[src/shared/cps_pkg.sv]
// constants and types for the cpu pointer and status unit
package cps_pkg;
  // special register locations in sector 0
  localparam logic [7:0] ADDR_INDIRECT_0 = 8'h00;
  localparam logic [7:0] ADDR_PTR_SECTOR0 = 8'h01;
  localparam logic [7:0] ADDR_INDIRECT_A = 8'h02;
  localparam logic [7:0] ADDR_PTR_A_LOW = 8'h03;
  localparam logic [7:0] ADDR_PTR_A_SECTOR = 8'h04;
  localparam logic [7:0] ADDR_ACC = 8'h05;
  localparam logic [7:0] ADDR_PC_LOW = 8'h06;
  localparam logic [7:0] ADDR_TABLE_PTR_LOW = 8'h07;
  localparam logic [7:0] ADDR_TABLE_READ_HIGH = 8'h08;
  localparam logic [7:0] ADDR_TABLE_PTR_HIGH = 8'h09;
  localparam logic [7:0] ADDR_CPU_FLAGS = 8'h0A;
  localparam logic [7:0] ADDR_INDIRECT_B = 8'h0C;
  localparam logic [7:0] ADDR_PTR_B_LOW = 8'h0D;
  localparam logic [7:0] ADDR_PTR_B_SECTOR = 8'h0E;
  localparam logic [7:0] READ_EMPTY = 8'h00;
  // cpu_flags bit positions
  localparam int FLG_C = 0;
  localparam int FLG_AC = 1;
  localparam int FLG_Z = 2;
  localparam int FLG_OV = 3;
  localparam int FLG_PDF = 4;
  localparam int FLG_TO = 5;
  localparam int FLG_CZ = 6;
  localparam int FLG_SC = 7;
  localparam logic [7:0] FLAGS_RESET = 8'h00;
  localparam logic [7:0] FLAGS_SW_MASK = 8'hCF;
  // alu operations
  typedef enum logic [3:0] {
    CPS_OP_NONE = 4'h0,
    CPS_OP_ADD  = 4'h1,
    CPS_OP_ADC  = 4'h2,
    CPS_OP_SUB  = 4'h3,
    CPS_OP_SBC  = 4'h4,
    CPS_OP_AND  = 4'h5,
    CPS_OP_OR   = 4'h6,
    CPS_OP_XOR  = 4'h7,
    CPS_OP_RLC  = 4'h8,
    CPS_OP_RRC  = 4'h9,
    CPS_OP_INC  = 4'hA,
    CPS_OP_DEC  = 4'hB,
    CPS_OP_MOV  = 4'hC
  } cps_op_t;
  // pc write sequencing
  typedef enum logic [0:0] {
    CPS_PC_RUN   = 1'b0,
    CPS_PC_DUMMY = 1'b1
  } cps_pc_state_t;
endpackage

[src/shared/cps_alu_if.sv]
// operand and result bundle between the unit and its alu
`timescale 1ns/1ps
`default_nettype none
interface cps_alu_if;
  import cps_pkg::*;
  cps_op_t    op;
  logic [7:0] a;
  logic [7:0] b;
  logic       c_in;
  logic [7:0] res;
  logic       c_out;
  logic       ac_out;
  logic       ov_out;
  logic       flags_hit;
  logic       cz_ext;
  modport core (output op, a, b, c_in, input res, c_out, ac_out, ov_out, flags_hit, cz_ext);
  modport alu  (input op, a, b, c_in, output res, c_out, ac_out, ov_out, flags_hit, cz_ext);
endinterface
`default_nettype wire

[src/design/cps_alu.sv]
// byte alu producing result and arithmetic flag terms
`timescale 1ns/1ps
`default_nettype none
module cps_alu
  import cps_pkg::*;
(
  // operand side
  cps_alu_if.alu bus
);
  logic [8:0] sum;
  logic [4:0] nib;
  logic [7:0] bx;
  logic       cin;
  logic       ar;
  logic       c7;

  // add and subtract share one adder; subtract adds the inverse
  always_comb begin
    ar = 1'b1;
    cin = 1'b0;
    bx = bus.b;
    case (bus.op)
      CPS_OP_ADD: begin
        cin = 1'b0;
      end
      CPS_OP_ADC: begin
        cin = bus.c_in;
      end
      CPS_OP_SUB: begin
        bx = ~bus.b;
        cin = 1'b1;
      end
      CPS_OP_SBC: begin
        bx = ~bus.b;
        cin = bus.c_in;
      end
      CPS_OP_INC: begin
        bx = 8'h01;
      end
      CPS_OP_DEC: begin
        bx = 8'hFF;
      end
      default: begin
        ar = 1'b0;
      end
    endcase
    sum = {1'b0, bus.a} + {1'b0, bx} + {8'h00, cin};
    // carry out of low nibble; for subtract this is no-borrow
    nib = {1'b0, bus.a[3:0]} + {1'b0, bx[3:0]} + {4'h0, cin};
    c7 = bus.a[7] ^ bx[7] ^ sum[7];
    bus.res = bus.a;
    bus.c_out = bus.c_in;
    bus.ac_out = 1'b0;
    bus.ov_out = 1'b0;
    bus.flags_hit = ar;
    bus.cz_ext = 1'b0;
    if (ar) begin
      bus.res = sum[7:0];
      bus.c_out = sum[8];
      bus.ac_out = nib[4];
      bus.ov_out = c7 ^ sum[8];
      bus.cz_ext = (bus.op == CPS_OP_ADC) || (bus.op == CPS_OP_SBC);
    end
    case (bus.op)
      CPS_OP_AND: bus.res = bus.a & bus.b;
      CPS_OP_OR:  bus.res = bus.a | bus.b;
      CPS_OP_XOR: bus.res = bus.a ^ bus.b;
      CPS_OP_RLC: begin
        bus.res = {bus.a[6:0], bus.c_in};
        bus.c_out = bus.a[7];
      end
      CPS_OP_RRC: begin
        bus.res = {bus.c_in, bus.a[7:1]};
        bus.c_out = bus.a[0];
      end
      CPS_OP_MOV: bus.res = bus.b;
      default: ;
    endcase
  end
endmodule
`default_nettype wire

[src/design/cps_core.sv]
// pointer, accumulator, table and status registers of the cpu core
`timescale 1ns/1ps
`default_nettype none
// Operation
// - five pointer registers are real storage, read and written like any register
// - indirect port access is redirected to the location its pointer holds
// - the first indirect port reaches sector 0 only
// - the other two ports take sector from pointer high and offset from low
// - extended accesses use a full address whose upper part selects the sector
// - alu results land in the accumulator, or in the addressed location when to_mem is set; no register to register move
// - writing pc low byte jumps within the page and adds one dummy cycle
// - two table pointers address table reads; software loads them first
// - table read puts the word's high byte into the table high register
// - software writes to flags never change power-down or time-out
// - time-out flag: cleared by reset, clear or halt; set by watchdog expiry
// - power-down flag: cleared by reset or clear; set by halt
// - carry set on add carry or subtract no-borrow; rotates update it
// - half carry on low nibble carry, or no nibble borrow when subtracting
// - zero flag set when the operation result is zero
// - overflow when carry into msb differs from carry out of it
// - signed compare flag is overflow xor result msb
// - flags are never saved automatically on interrupt or call
// - indirect ports hold no storage; reached through a pointer they read 00H, writes ignored
module cps_core
  import cps_pkg::*;
#(
  parameter int SECTOR_BITS = 8,
  parameter int PC_BITS     = 13
) (
  // clock and reset
  input  wire logic                           ref_clk_in,
  input  wire logic                           reset_n_in,
  // instruction step
  input  wire logic                           op_valid_in,
  input  wire cps_op_t                        op_code_in,
  input  wire logic                           op_ext_in,
  input  wire logic [SECTOR_BITS+7:0]         op_addr_in,
  input  wire logic                           op_use_mem_in,
  input  wire logic [7:0]                     op_imm_in,
  input  wire logic                           op_to_mem_in,
  input  wire logic                           op_table_read_in,
  input  wire logic [15:0]                    table_word_in,
  // system events
  input  wire logic                           watchdog_clear_instr_in,
  input  wire logic                           halt_instr_in,
  input  wire logic                           watchdog_expired_in,
  // data memory port
  input  wire logic [7:0]                     mem_rdata_in,
  output logic      [SECTOR_BITS+7:0]         mem_addr_out,
  output logic      [7:0]                     mem_wdata_out,
  output logic                                mem_we_out,
  // pc and table port
  output logic                                pc_jump_out,
  output logic      [7:0]                     pc_low_byte_out,
  output logic                                dummy_cycle_out,
  output logic      [15:0]                    table_addr_out,
  // visible state
  output logic      [7:0]                     acc_out,
  output logic      [7:0]                     cpu_flags_out
);
  localparam int AW = SECTOR_BITS + 8;

  cps_alu_if alu_bus ();
  cps_alu u_alu (
    .bus (alu_bus)
  );

  logic [7:0]    ptr_sector0_q, ptr_sector0_d;
  logic [7:0]    ptr_a_low_q, ptr_a_low_d;
  logic [7:0]    ptr_a_sector_q, ptr_a_sector_d;
  logic [7:0]    ptr_b_low_q, ptr_b_low_d;
  logic [7:0]    ptr_b_sector_q, ptr_b_sector_d;
  logic [7:0]    acc_q, acc_d;
  logic [7:0]    table_ptr_low_q, table_ptr_low_d;
  logic [7:0]    table_ptr_high_q, table_ptr_high_d;
  logic [7:0]    table_read_high_q, table_read_high_d;
  logic [7:0]    flags_q, flags_d;
  logic [7:0]    pc_low_q, pc_low_d;
  logic          pc_jump_q, pc_jump_d;
  cps_pc_state_t pc_st_q, pc_st_d;
  logic [AW-1:0] maddr_q, maddr_d;
  logic [7:0]    mwdata_q, mwdata_d;
  logic          mwe_q, mwe_d;
  logic [7:0]    loc;
  logic          is_sfr;
  logic          is_ind;
  logic          ind_empty;
  logic [AW-1:0] eff;
  logic [7:0]    operand;
  logic [7:0]    sfr_rd;
  logic [7:0]    res;
  logic          go;

  // effective address: direct, extended or through a pointer
  always_comb begin
    loc = op_addr_in[7:0];
    is_sfr = !op_ext_in || (op_addr_in[AW-1:8] == '0);
    is_ind = 1'b0;
    eff = op_ext_in ? op_addr_in : {{SECTOR_BITS{1'b0}}, loc};
    if (is_sfr) begin
      case (loc)
        ADDR_INDIRECT_0: begin
          eff = {{SECTOR_BITS{1'b0}}, ptr_sector0_q};
          is_ind = 1'b1;
        end
        ADDR_INDIRECT_A: begin
          eff = {ptr_a_sector_q[SECTOR_BITS-1:0], ptr_a_low_q};
          is_ind = 1'b1;
        end
        ADDR_INDIRECT_B: begin
          eff = {ptr_b_sector_q[SECTOR_BITS-1:0], ptr_b_low_q};
          is_ind = 1'b1;
        end
        default: ;
      endcase
    end
    // a pointer aimed at an indirect port reaches no storage
    ind_empty = is_ind && (eff[AW-1:8] == '0) &&
                ((eff[7:0] == ADDR_INDIRECT_0) || (eff[7:0] == ADDR_INDIRECT_A) ||
                 (eff[7:0] == ADDR_INDIRECT_B));
  end

  // read of special registers; indirect ports read the target location
  always_comb begin
    case (loc)
      ADDR_PTR_SECTOR0:     sfr_rd = ptr_sector0_q;
      ADDR_PTR_A_LOW:       sfr_rd = ptr_a_low_q;
      ADDR_PTR_A_SECTOR:    sfr_rd = ptr_a_sector_q;
      ADDR_PTR_B_LOW:       sfr_rd = ptr_b_low_q;
      ADDR_PTR_B_SECTOR:    sfr_rd = ptr_b_sector_q;
      ADDR_ACC:             sfr_rd = acc_q;
      ADDR_PC_LOW:          sfr_rd = pc_low_q;
      ADDR_TABLE_PTR_LOW:   sfr_rd = table_ptr_low_q;
      ADDR_TABLE_PTR_HIGH:  sfr_rd = table_ptr_high_q;
      ADDR_TABLE_READ_HIGH: sfr_rd = table_read_high_q;
      ADDR_CPU_FLAGS:       sfr_rd = flags_q;
      default:              sfr_rd = mem_rdata_in;
    endcase
    if (!op_use_mem_in) begin
      operand = op_imm_in;
    end else if (is_sfr && !is_ind) begin
      operand = sfr_rd;
    end else if (ind_empty) begin
      operand = READ_EMPTY;
    end else begin
      operand = mem_rdata_in;
    end
  end

  // alu operands: accumulator with memory, or memory alone for inc, dec and rotates
  always_comb begin
    go = op_valid_in && (pc_st_q == CPS_PC_RUN);
    alu_bus.op = op_code_in;
    alu_bus.c_in = flags_q[FLG_C];
    if ((op_code_in == CPS_OP_INC) || (op_code_in == CPS_OP_DEC) ||
        (op_code_in == CPS_OP_RLC) || (op_code_in == CPS_OP_RRC)) begin
      alu_bus.a = operand;
    end else begin
      alu_bus.a = acc_q;
    end
    alu_bus.b = operand;
    res = alu_bus.res;
  end

  // next state of registers for one instruction step
  always_comb begin
    ptr_sector0_d = ptr_sector0_q;
    ptr_a_low_d = ptr_a_low_q;
    ptr_a_sector_d = ptr_a_sector_q;
    ptr_b_low_d = ptr_b_low_q;
    ptr_b_sector_d = ptr_b_sector_q;
    acc_d = acc_q;
    table_ptr_low_d = table_ptr_low_q;
    table_ptr_high_d = table_ptr_high_q;
    table_read_high_d = table_read_high_q;
    flags_d = flags_q;
    pc_low_d = pc_low_q;
    pc_jump_d = 1'b0;
    pc_st_d = CPS_PC_RUN;
    maddr_d = eff;
    mwdata_d = res;
    mwe_d = 1'b0;
    if (go) begin
      if (op_table_read_in) begin
        table_read_high_d = table_word_in[15:8];
        mwdata_d = table_word_in[7:0];
      end
      if (op_table_read_in || op_to_mem_in) begin
        if (is_sfr && !is_ind) begin
          case (loc)
            ADDR_PTR_SECTOR0:     ptr_sector0_d = mwdata_d;
            ADDR_PTR_A_LOW:       ptr_a_low_d = mwdata_d;
            ADDR_PTR_A_SECTOR:    ptr_a_sector_d = mwdata_d;
            ADDR_PTR_B_LOW:       ptr_b_low_d = mwdata_d;
            ADDR_PTR_B_SECTOR:    ptr_b_sector_d = mwdata_d;
            ADDR_ACC:             acc_d = mwdata_d;
            ADDR_TABLE_PTR_LOW:   table_ptr_low_d = mwdata_d;
            ADDR_TABLE_PTR_HIGH:  table_ptr_high_d = mwdata_d;
            ADDR_TABLE_READ_HIGH: table_read_high_d = mwdata_d;
            ADDR_PC_LOW: begin
              pc_low_d = mwdata_d;
              pc_jump_d = 1'b1;
              pc_st_d = CPS_PC_DUMMY;
            end
            ADDR_CPU_FLAGS: flags_d = (mwdata_d & FLAGS_SW_MASK) |
                                      (flags_q & ~FLAGS_SW_MASK);
            default: mwe_d = 1'b1;
          endcase
        end else begin
          mwe_d = !ind_empty;
        end
      end else if (op_code_in != CPS_OP_NONE) begin
        acc_d = res;
      end
      // arithmetic flags follow the latest operation
      if (!op_table_read_in && (op_code_in != CPS_OP_NONE) && (op_code_in != CPS_OP_MOV)) begin
        flags_d[FLG_Z] = (res == 8'h00);
        if (alu_bus.flags_hit || op_code_in == CPS_OP_RLC || op_code_in == CPS_OP_RRC) begin
          flags_d[FLG_C] = alu_bus.c_out;
        end
        if (alu_bus.flags_hit) begin
          flags_d[FLG_AC] = alu_bus.ac_out;
          flags_d[FLG_OV] = alu_bus.ov_out;
          flags_d[FLG_SC] = alu_bus.ov_out ^ res[7];
          if (alu_bus.cz_ext) begin
            flags_d[FLG_CZ] = flags_q[FLG_CZ] & (res == 8'h00);
          end else if (op_code_in == CPS_OP_SUB) begin
            flags_d[FLG_CZ] = (res == 8'h00);
          end
        end
      end
    end
    // system flags; event set wins over clear in the same cycle
    if (watchdog_clear_instr_in || halt_instr_in) begin
      flags_d[FLG_TO] = 1'b0;
    end
    if (watchdog_expired_in) begin
      flags_d[FLG_TO] = 1'b1;
    end
    if (watchdog_clear_instr_in) begin
      flags_d[FLG_PDF] = 1'b0;
    end
    if (halt_instr_in) begin
      flags_d[FLG_PDF] = 1'b1;
    end
  end

  // registers; flags are plain storage, nothing pushes them
  always_ff @(posedge ref_clk_in) begin
    if (!reset_n_in) begin
      ptr_sector0_q <= 8'h00;
      ptr_a_low_q <= 8'h00;
      ptr_a_sector_q <= 8'h00;
      ptr_b_low_q <= 8'h00;
      ptr_b_sector_q <= 8'h00;
      acc_q <= 8'h00;
      table_ptr_low_q <= 8'h00;
      table_ptr_high_q <= 8'h00;
      table_read_high_q <= 8'h00;
      flags_q <= FLAGS_RESET;
      pc_low_q <= 8'h00;
      pc_jump_q <= 1'b0;
      pc_st_q <= CPS_PC_RUN;
      maddr_q <= '0;
      mwdata_q <= 8'h00;
      mwe_q <= 1'b0;
    end else begin
      ptr_sector0_q <= ptr_sector0_d;
      ptr_a_low_q <= ptr_a_low_d;
      ptr_a_sector_q <= ptr_a_sector_d;
      ptr_b_low_q <= ptr_b_low_d;
      ptr_b_sector_q <= ptr_b_sector_d;
      acc_q <= acc_d;
      table_ptr_low_q <= table_ptr_low_d;
      table_ptr_high_q <= table_ptr_high_d;
      table_read_high_q <= table_read_high_d;
      flags_q <= flags_d;
      pc_low_q <= pc_low_d;
      pc_jump_q <= pc_jump_d;
      pc_st_q <= pc_st_d;
      maddr_q <= maddr_d;
      mwdata_q <= mwdata_d;
      mwe_q <= mwe_d;
    end
  end

  // outputs straight from flops
  assign mem_addr_out = maddr_q;
  assign mem_wdata_out = mwdata_q;
  assign mem_we_out = mwe_q;
  assign pc_jump_out = pc_jump_q;
  assign pc_low_byte_out = pc_low_q;
  assign dummy_cycle_out = (pc_st_q == CPS_PC_DUMMY);
  assign table_addr_out = {table_ptr_high_q, table_ptr_low_q};
  assign acc_out = acc_q;
  assign cpu_flags_out = flags_q;

  // checks
  a_swwrite_keeps_sys: assert property (@(posedge ref_clk_in) disable iff (!reset_n_in)
    (go && op_to_mem_in && !op_table_read_in && is_sfr && !is_ind && loc == ADDR_CPU_FLAGS &&
     !watchdog_clear_instr_in && !halt_instr_in && !watchdog_expired_in)
    |=> (cpu_flags_out[5:4] == $past(cpu_flags_out[5:4])))
    else $error("software write changed system flags");
  a_timeout_set: assert property (@(posedge ref_clk_in) disable iff (!reset_n_in)
    watchdog_expired_in |=> cpu_flags_out[FLG_TO])
    else $error("time-out flag not set");
  a_halt_pdf: assert property (@(posedge ref_clk_in) disable iff (!reset_n_in)
    halt_instr_in |=> cpu_flags_out[FLG_PDF])
    else $error("power-down flag not set by halt");
  a_clear_pdf: assert property (@(posedge ref_clk_in) disable iff (!reset_n_in)
    (watchdog_clear_instr_in && !halt_instr_in) |=> !cpu_flags_out[FLG_PDF])
    else $error("power-down flag not cleared");
  a_pc_dummy: assert property (@(posedge ref_clk_in) disable iff (!reset_n_in)
    pc_jump_out |-> dummy_cycle_out ##1 !dummy_cycle_out)
    else $error("pc write without one dummy cycle");
  a_sc_relation: assert property (@(posedge ref_clk_in) disable iff (!reset_n_in)
    (go && alu_bus.flags_hit && !op_table_read_in && !op_to_mem_in)
    |=> cpu_flags_out[FLG_SC] == (cpu_flags_out[FLG_OV] ^ acc_out[7]))
    else $error("signed compare flag mismatch");
  a_zero_flag: assert property (@(posedge ref_clk_in) disable iff (!reset_n_in)
    (go && !op_to_mem_in && !op_table_read_in && op_code_in != CPS_OP_NONE && op_code_in != CPS_OP_MOV)
    |=> cpu_flags_out[FLG_Z] == (acc_out == 8'h00))
    else $error("zero flag mismatch");
  a_ind0_sector0: assert property (@(posedge ref_clk_in) disable iff (!reset_n_in)
    (go && op_to_mem_in && !op_ext_in && loc == ADDR_INDIRECT_0 && !ind_empty)
    |=> mem_we_out && mem_addr_out[AW-1:8] == '0)
    else $error("indirect port 0 left sector 0");
  a_ind_empty_write: assert property (@(posedge ref_clk_in) disable iff (!reset_n_in)
    (go && (op_to_mem_in || op_table_read_in) && ind_empty) |=> !mem_we_out)
    else $error("write through pointer reached an indirect port");
  a_table_high: assert property (@(posedge ref_clk_in) disable iff (!reset_n_in)
    (go && op_table_read_in && !(is_sfr && !is_ind && loc == ADDR_TABLE_READ_HIGH))
    |=> table_read_high_q == $past(table_word_in[15:8]))
    else $error("table high byte not captured");
endmodule
`default_nettype wire

[config.mk]
export PLATFORM = sky130hd
export DESIGN_NAME = cps_core
export DESIGN_NICKNAME = d
export VERILOG_FILES = /design/src/shared/cps_pkg.sv /design/src/shared/cps_alu_if.sv /design/src/design/cps_alu.sv /design/src/design/cps_core.sv
export SDC_FILE = /design/constraint.sdc
export NUM_CORES = 1
export LEC_CHECK = 0
export BUFFER_PORTS_ARGS = -buffer_cell sky130_fd_sc_hd__buf_2
export CAP_MARGIN = 20
export CELL_PAD_IN_SITES_DETAIL_PLACEMENT = 2
export CELL_PAD_IN_SITES_GLOBAL_PLACEMENT = 2
export CORE_UTILIZATION = 34
export DETAILED_ROUTE_END_ITERATION = 6
export PLACE_DENSITY = 0.84
export SYNTH_ARGS = -nofsm -noshare
export SYNTH_HDL_FRONTEND = slang
export SYNTH_HIERARCHICAL = 1
export SYNTH_SLANG_ARGS = --single-unit
[constraint.sdc]
create_clock -name ref_clk_in -period 6.75 [get_ports ref_clk_in]
set_input_delay 0.3375 -clock ref_clk_in [delete_from_list [all_inputs] [get_ports ref_clk_in]]
set_output_delay 0.3375 -clock ref_clk_in [all_outputs]
set_load 0.005 [all_outputs]
==> impl_summary.txt <==
----------------------------------------------------
[Outcome]
  Result of the run ... finished, final reports clean

[Synthesis]
  Cell type with the highest aggregate area in the netlist ... dfxtp_1
  Biggest area contributors in the synthesized netlist ... dfxtp_1, o211a_1, nand2_1
  Share of the yosys chip area belonging to registers ... 0.290
  Number of synthesis warnings ... 6
  Mapped Cells ... about 960
  Area fraction of the dominant cell type after synthesis ... 0.290
  Nets in the synthesized netlist ... 1043
  Flops & latches, synth ... 114
  Unique masters post-synth ... 80
  Commonest register cell after synthesis ... dfxtp_1
  Cell area after synthesis ... about 7900 um2
  Fraction of registers with async set/reset ... 0
  Number of enable flip-flop cells after synthesis ... 0
  Mean instance size in the synthesized netlist ... 8.25 um2

[Worst setup path]
  Highest fanout seen on the critical path ... 9
  WP data arrival ... between 6000 and 7000 ps
  Element type at the critical path start ... flop
  Critical Setup Path Class ... reg2reg
  Required time worst endpoint ... 7060 ps
  Critical Path Sink Type ... flop

[Global route]
  Number of global-route vias before repair ... 8858
  Initial antenna violation count ... 0
  Residual overflow from global routing ... 0
  All-layer global routing usage ... 0.300
  First-pass GRT wire length ... 54400 um
  Pin count of the biggest net entering global routing ... 77

[Floorplan]
  Die X ... 154 um
  Die area ... 23800 um2
  Die Span Y ... 154 um
  Initial standard-cell utilization of the core ... 0.347
  FP Rows ... 55
  Ports placed on the boundary ... 129
  Area of the core region ... about 23000 um2

[Place]
  Routability-driven placement congestion ratio ... approximately 0.95
  Place WS ... ~550 ps
  Number of buffer cells added on primary ports ... approximately 130
  Placement-stage cell area ... 8770 um2
  Estimated wirelength of the detail-placed design ... approximately 25000 um

[Clock tree]
  H-tree levels ... 4
  TritonCTS clock tree ... yes
  Clock transition time at the flip-flop clock pins of the worst setup and hold paths ... 60 ps
  Max Root-Sink Buffers ... 2
  Hold_buf cts ... 0
  Buffers inserted by post-CTS timing repair ... 0
  Clock network latency to the later pin of the worst-skew pair ... approximately 430 ps
  Sinks on the clock net ... approximately 110
  Cell at the root of the clock tree ... clkbuf_16
  Quantity of gates resized following cts ... 0
  TritonCTS buffer count ... 17

[Power and ir drop]
  P per Cell Area ... 218 nW/um2
  Switching Power ... 0.627 mW
  Portion of total power attributed to the clock network ... 0.450
  Leakage power figure ... 4.49 nW
  Internal power summed over all cells ... 1.41 mW
  Part of the power in combinational logic ... 0.204
  Fraction of power spent switching nets ... 0.308
  Fraction of power consumed by sequential logic ... 0.346
  Worst voltage drop across the vdd grid ... around 0.17 mV

[Layout]
  Final-layout fill cell count ... 2588
  Final #Nets ... 1146
  Layout overhead on the synthesized area ... 18.7%
  Seq. cell area ... 2280 um2
  Final core utilization ... 0.412
  Final cell area excluding filler cells ... 9360 um2
  Area occupied by multi-input gates ... 5160 um2
  Count of antenna diodes in the layout ... 0
  Share of final-layout standard cells stronger than drive strength 1 ... 0.220

[Routing]
  Total length of routed wires ... 35400 um
  Total DRC errors in the routed layout ... 0
  Number of iterations in the first detailed-routing pass ... 5
  Drt first-iter violations ... 753
  Vias ... 8494
  Antenna-violating nets left ... 0
  Average detailed-routed wire length per instance ... 26.1 um
  Vias per inst ... 6.26

[Timing]
  Setup repair after global routing missed its margin ... no
  Max transition margin ... 0.275
  Final setup violation count ... 0
  Final period utilization ... 0.887
  Achievable clock frequency ... between 150 and 200 MHz
  Total count of hold-check failures in the final report ... 0
  Final critical-path required period ... 5990 ps
  Clock Skews ... slightly above 10 ps
  Number of pins exceeding their max-slew limit in the final report ... 0
  Worst Tran Pin Value ... 1080 ps
  TNS Setup ... 0 ps
  Worst slack on hold paths ... approximately 150 ps
  Final Worst Setup Slack ... 763 ps

[Job]
  Max-cap check violation count ... 0

[Hold path]
  Hold WC Path Type ... in2reg

----------------------------------------------------
## stage by stage
stage               power [mW]  cells
global route              2.10   1356
detailed placement        1.12   1324
floorplan                0.962    956
finish                    2.04   1356
CTS                       2.04   1355
global placement          1.11   1324
## area by class of cell
type / instances / area share
multi-input cells: 742 / 0.551
flip-flops and latches: 114 / 0.244
repair buffers: 163 / 0.0972
clock buffers: 20 / 0.0467
well taps: 285 / 0.0381
clock inverters: 11 / 0.0148
inverters: 21 / 0.00842
## metal layers
layer	share of wire	track usage
met1	0.43	0.377
met2	0.47	0.505
met3	0.057	0.0465
met4	0.043	0.139
met5	0	0
## flip-flops by register name (all words and copies together), names as in the netlist
signal and cells:
ptr_b_sector_q 8, pc_low_byte_out 8, table_read_high_q 8, mem_addr_out 16, ptr_a_low_q 8, table_ptr_high_q 8, mem_we_out 1, ptr_b_low_q 8
ptr_a_sector_q 8, cpu_flags_out 8, dummy_cycle_out 1, ptr_sector0_q 8, mem_wdata_out 8, acc_out 8, table_ptr_low_q 8
## worst paths after layout
check / startpoint / to / slack [ps] / cells after the start
worst max register to register: ptr_a_low_q[0] / table_read_high_q[7] / 760 / 24
worst min register to register: cpu_flags_out[2] / cpu_flags_out[2] / 510 / 2
worst max-delay path: ptr_a_low_q[0] / table_read_high_q[7] / 760 / 24
worst min-delay path: watchdog_expired_in / cpu_flags_out[5] / 150 / 3
## power groups by stage
stage,Sequential (mW),Clock [mW],Combinational [mW]
after CTS,0.705,0.929,0.409
final,0.705,0.916,0.415
after global routing,0.706,0.955,0.443
after global placement,0.718,0,0.390
after detailed placement,0.719,0,0.405
after floorplan,0.716,0,0.246
## placed cells by master, fill, tap and decap left out, types with 20 or more instances in the layout
master | Yosys | routed
a21oi_1 | 44 | 44
and2_1 | 20 | 20
buf_2 | 24 | 127
buf_4 | 5 | 35
dfxtp_1 | 114 | 114
ha_1 | 23 | 23
inv_1 | 21 | 21
mux2i_1 | 31 | 31
nand2_1 | 137 | 137
nand3_1 | 26 | 26
nor2_1 | 56 | 56
o211a_1 | 65 | 65
o21ai_0 | 55 | 55
## cells in the mapped netlist, types with 7 or more instances
library cell,number
a21boi_0,11
a21o_1,9
a21oi_1,44
a221o_1,7
a221oi_1,10
a22o_1,13
a22oi_1,15
a31oi_1,16
a32oi_1,9
and2_1,20
and3_1,9
buf_2,24
clkbuf_1,43
dfxtp_1,114
ha_1,23
inv_1,21
mux2i_1,31
nand2_1,137
nand2b_1,13
nand3_1,26
nor2_1,56
nor2b_1,14
nor3b_1,13
nor4_4,7
o211a_1,65
o211ai_1,9
o21a_1,7
o21ai_0,55
o221a_2,8
or2_0,7
## critical path, stage by stage (launching register included)
cell	delay (ps)
dfxtp_1	390
or4_1	530
o311ai_0	310
and4b_1	250
nand4_1	110
or3_1	430
buf_4	210
o21ai_1	110
o21ai_0	100
buf_4	180
inv_1	100
nor2_1	70
o21ai_0	160
o21ai_0	100
a221o_1	290
ha_1	350
a21o_1	230
a21o_1	220
a221oi_4	340
xnor2_1	100
a221o_1	390
mux2i_1	280
buf_4	230
a21oi_1	80
o221a_2	300
## kinds of logic (layout without fill, tap and decap cells)
logic type,Yosys count,after routing,share of synthesized area
adders and majority gates,25,25,0.0416
buffers and inverters,100,215,0.0567
and+or+nand+nor,351,351,0.241
xor gates and xnor gates,7,7,0.00778
muxes,35,35,0.0465
AOI/OAI and AO/OA,324,324,0.317
DFF,114,114,0.290
No activity file was read; power rests on OpenSTA's default activity.
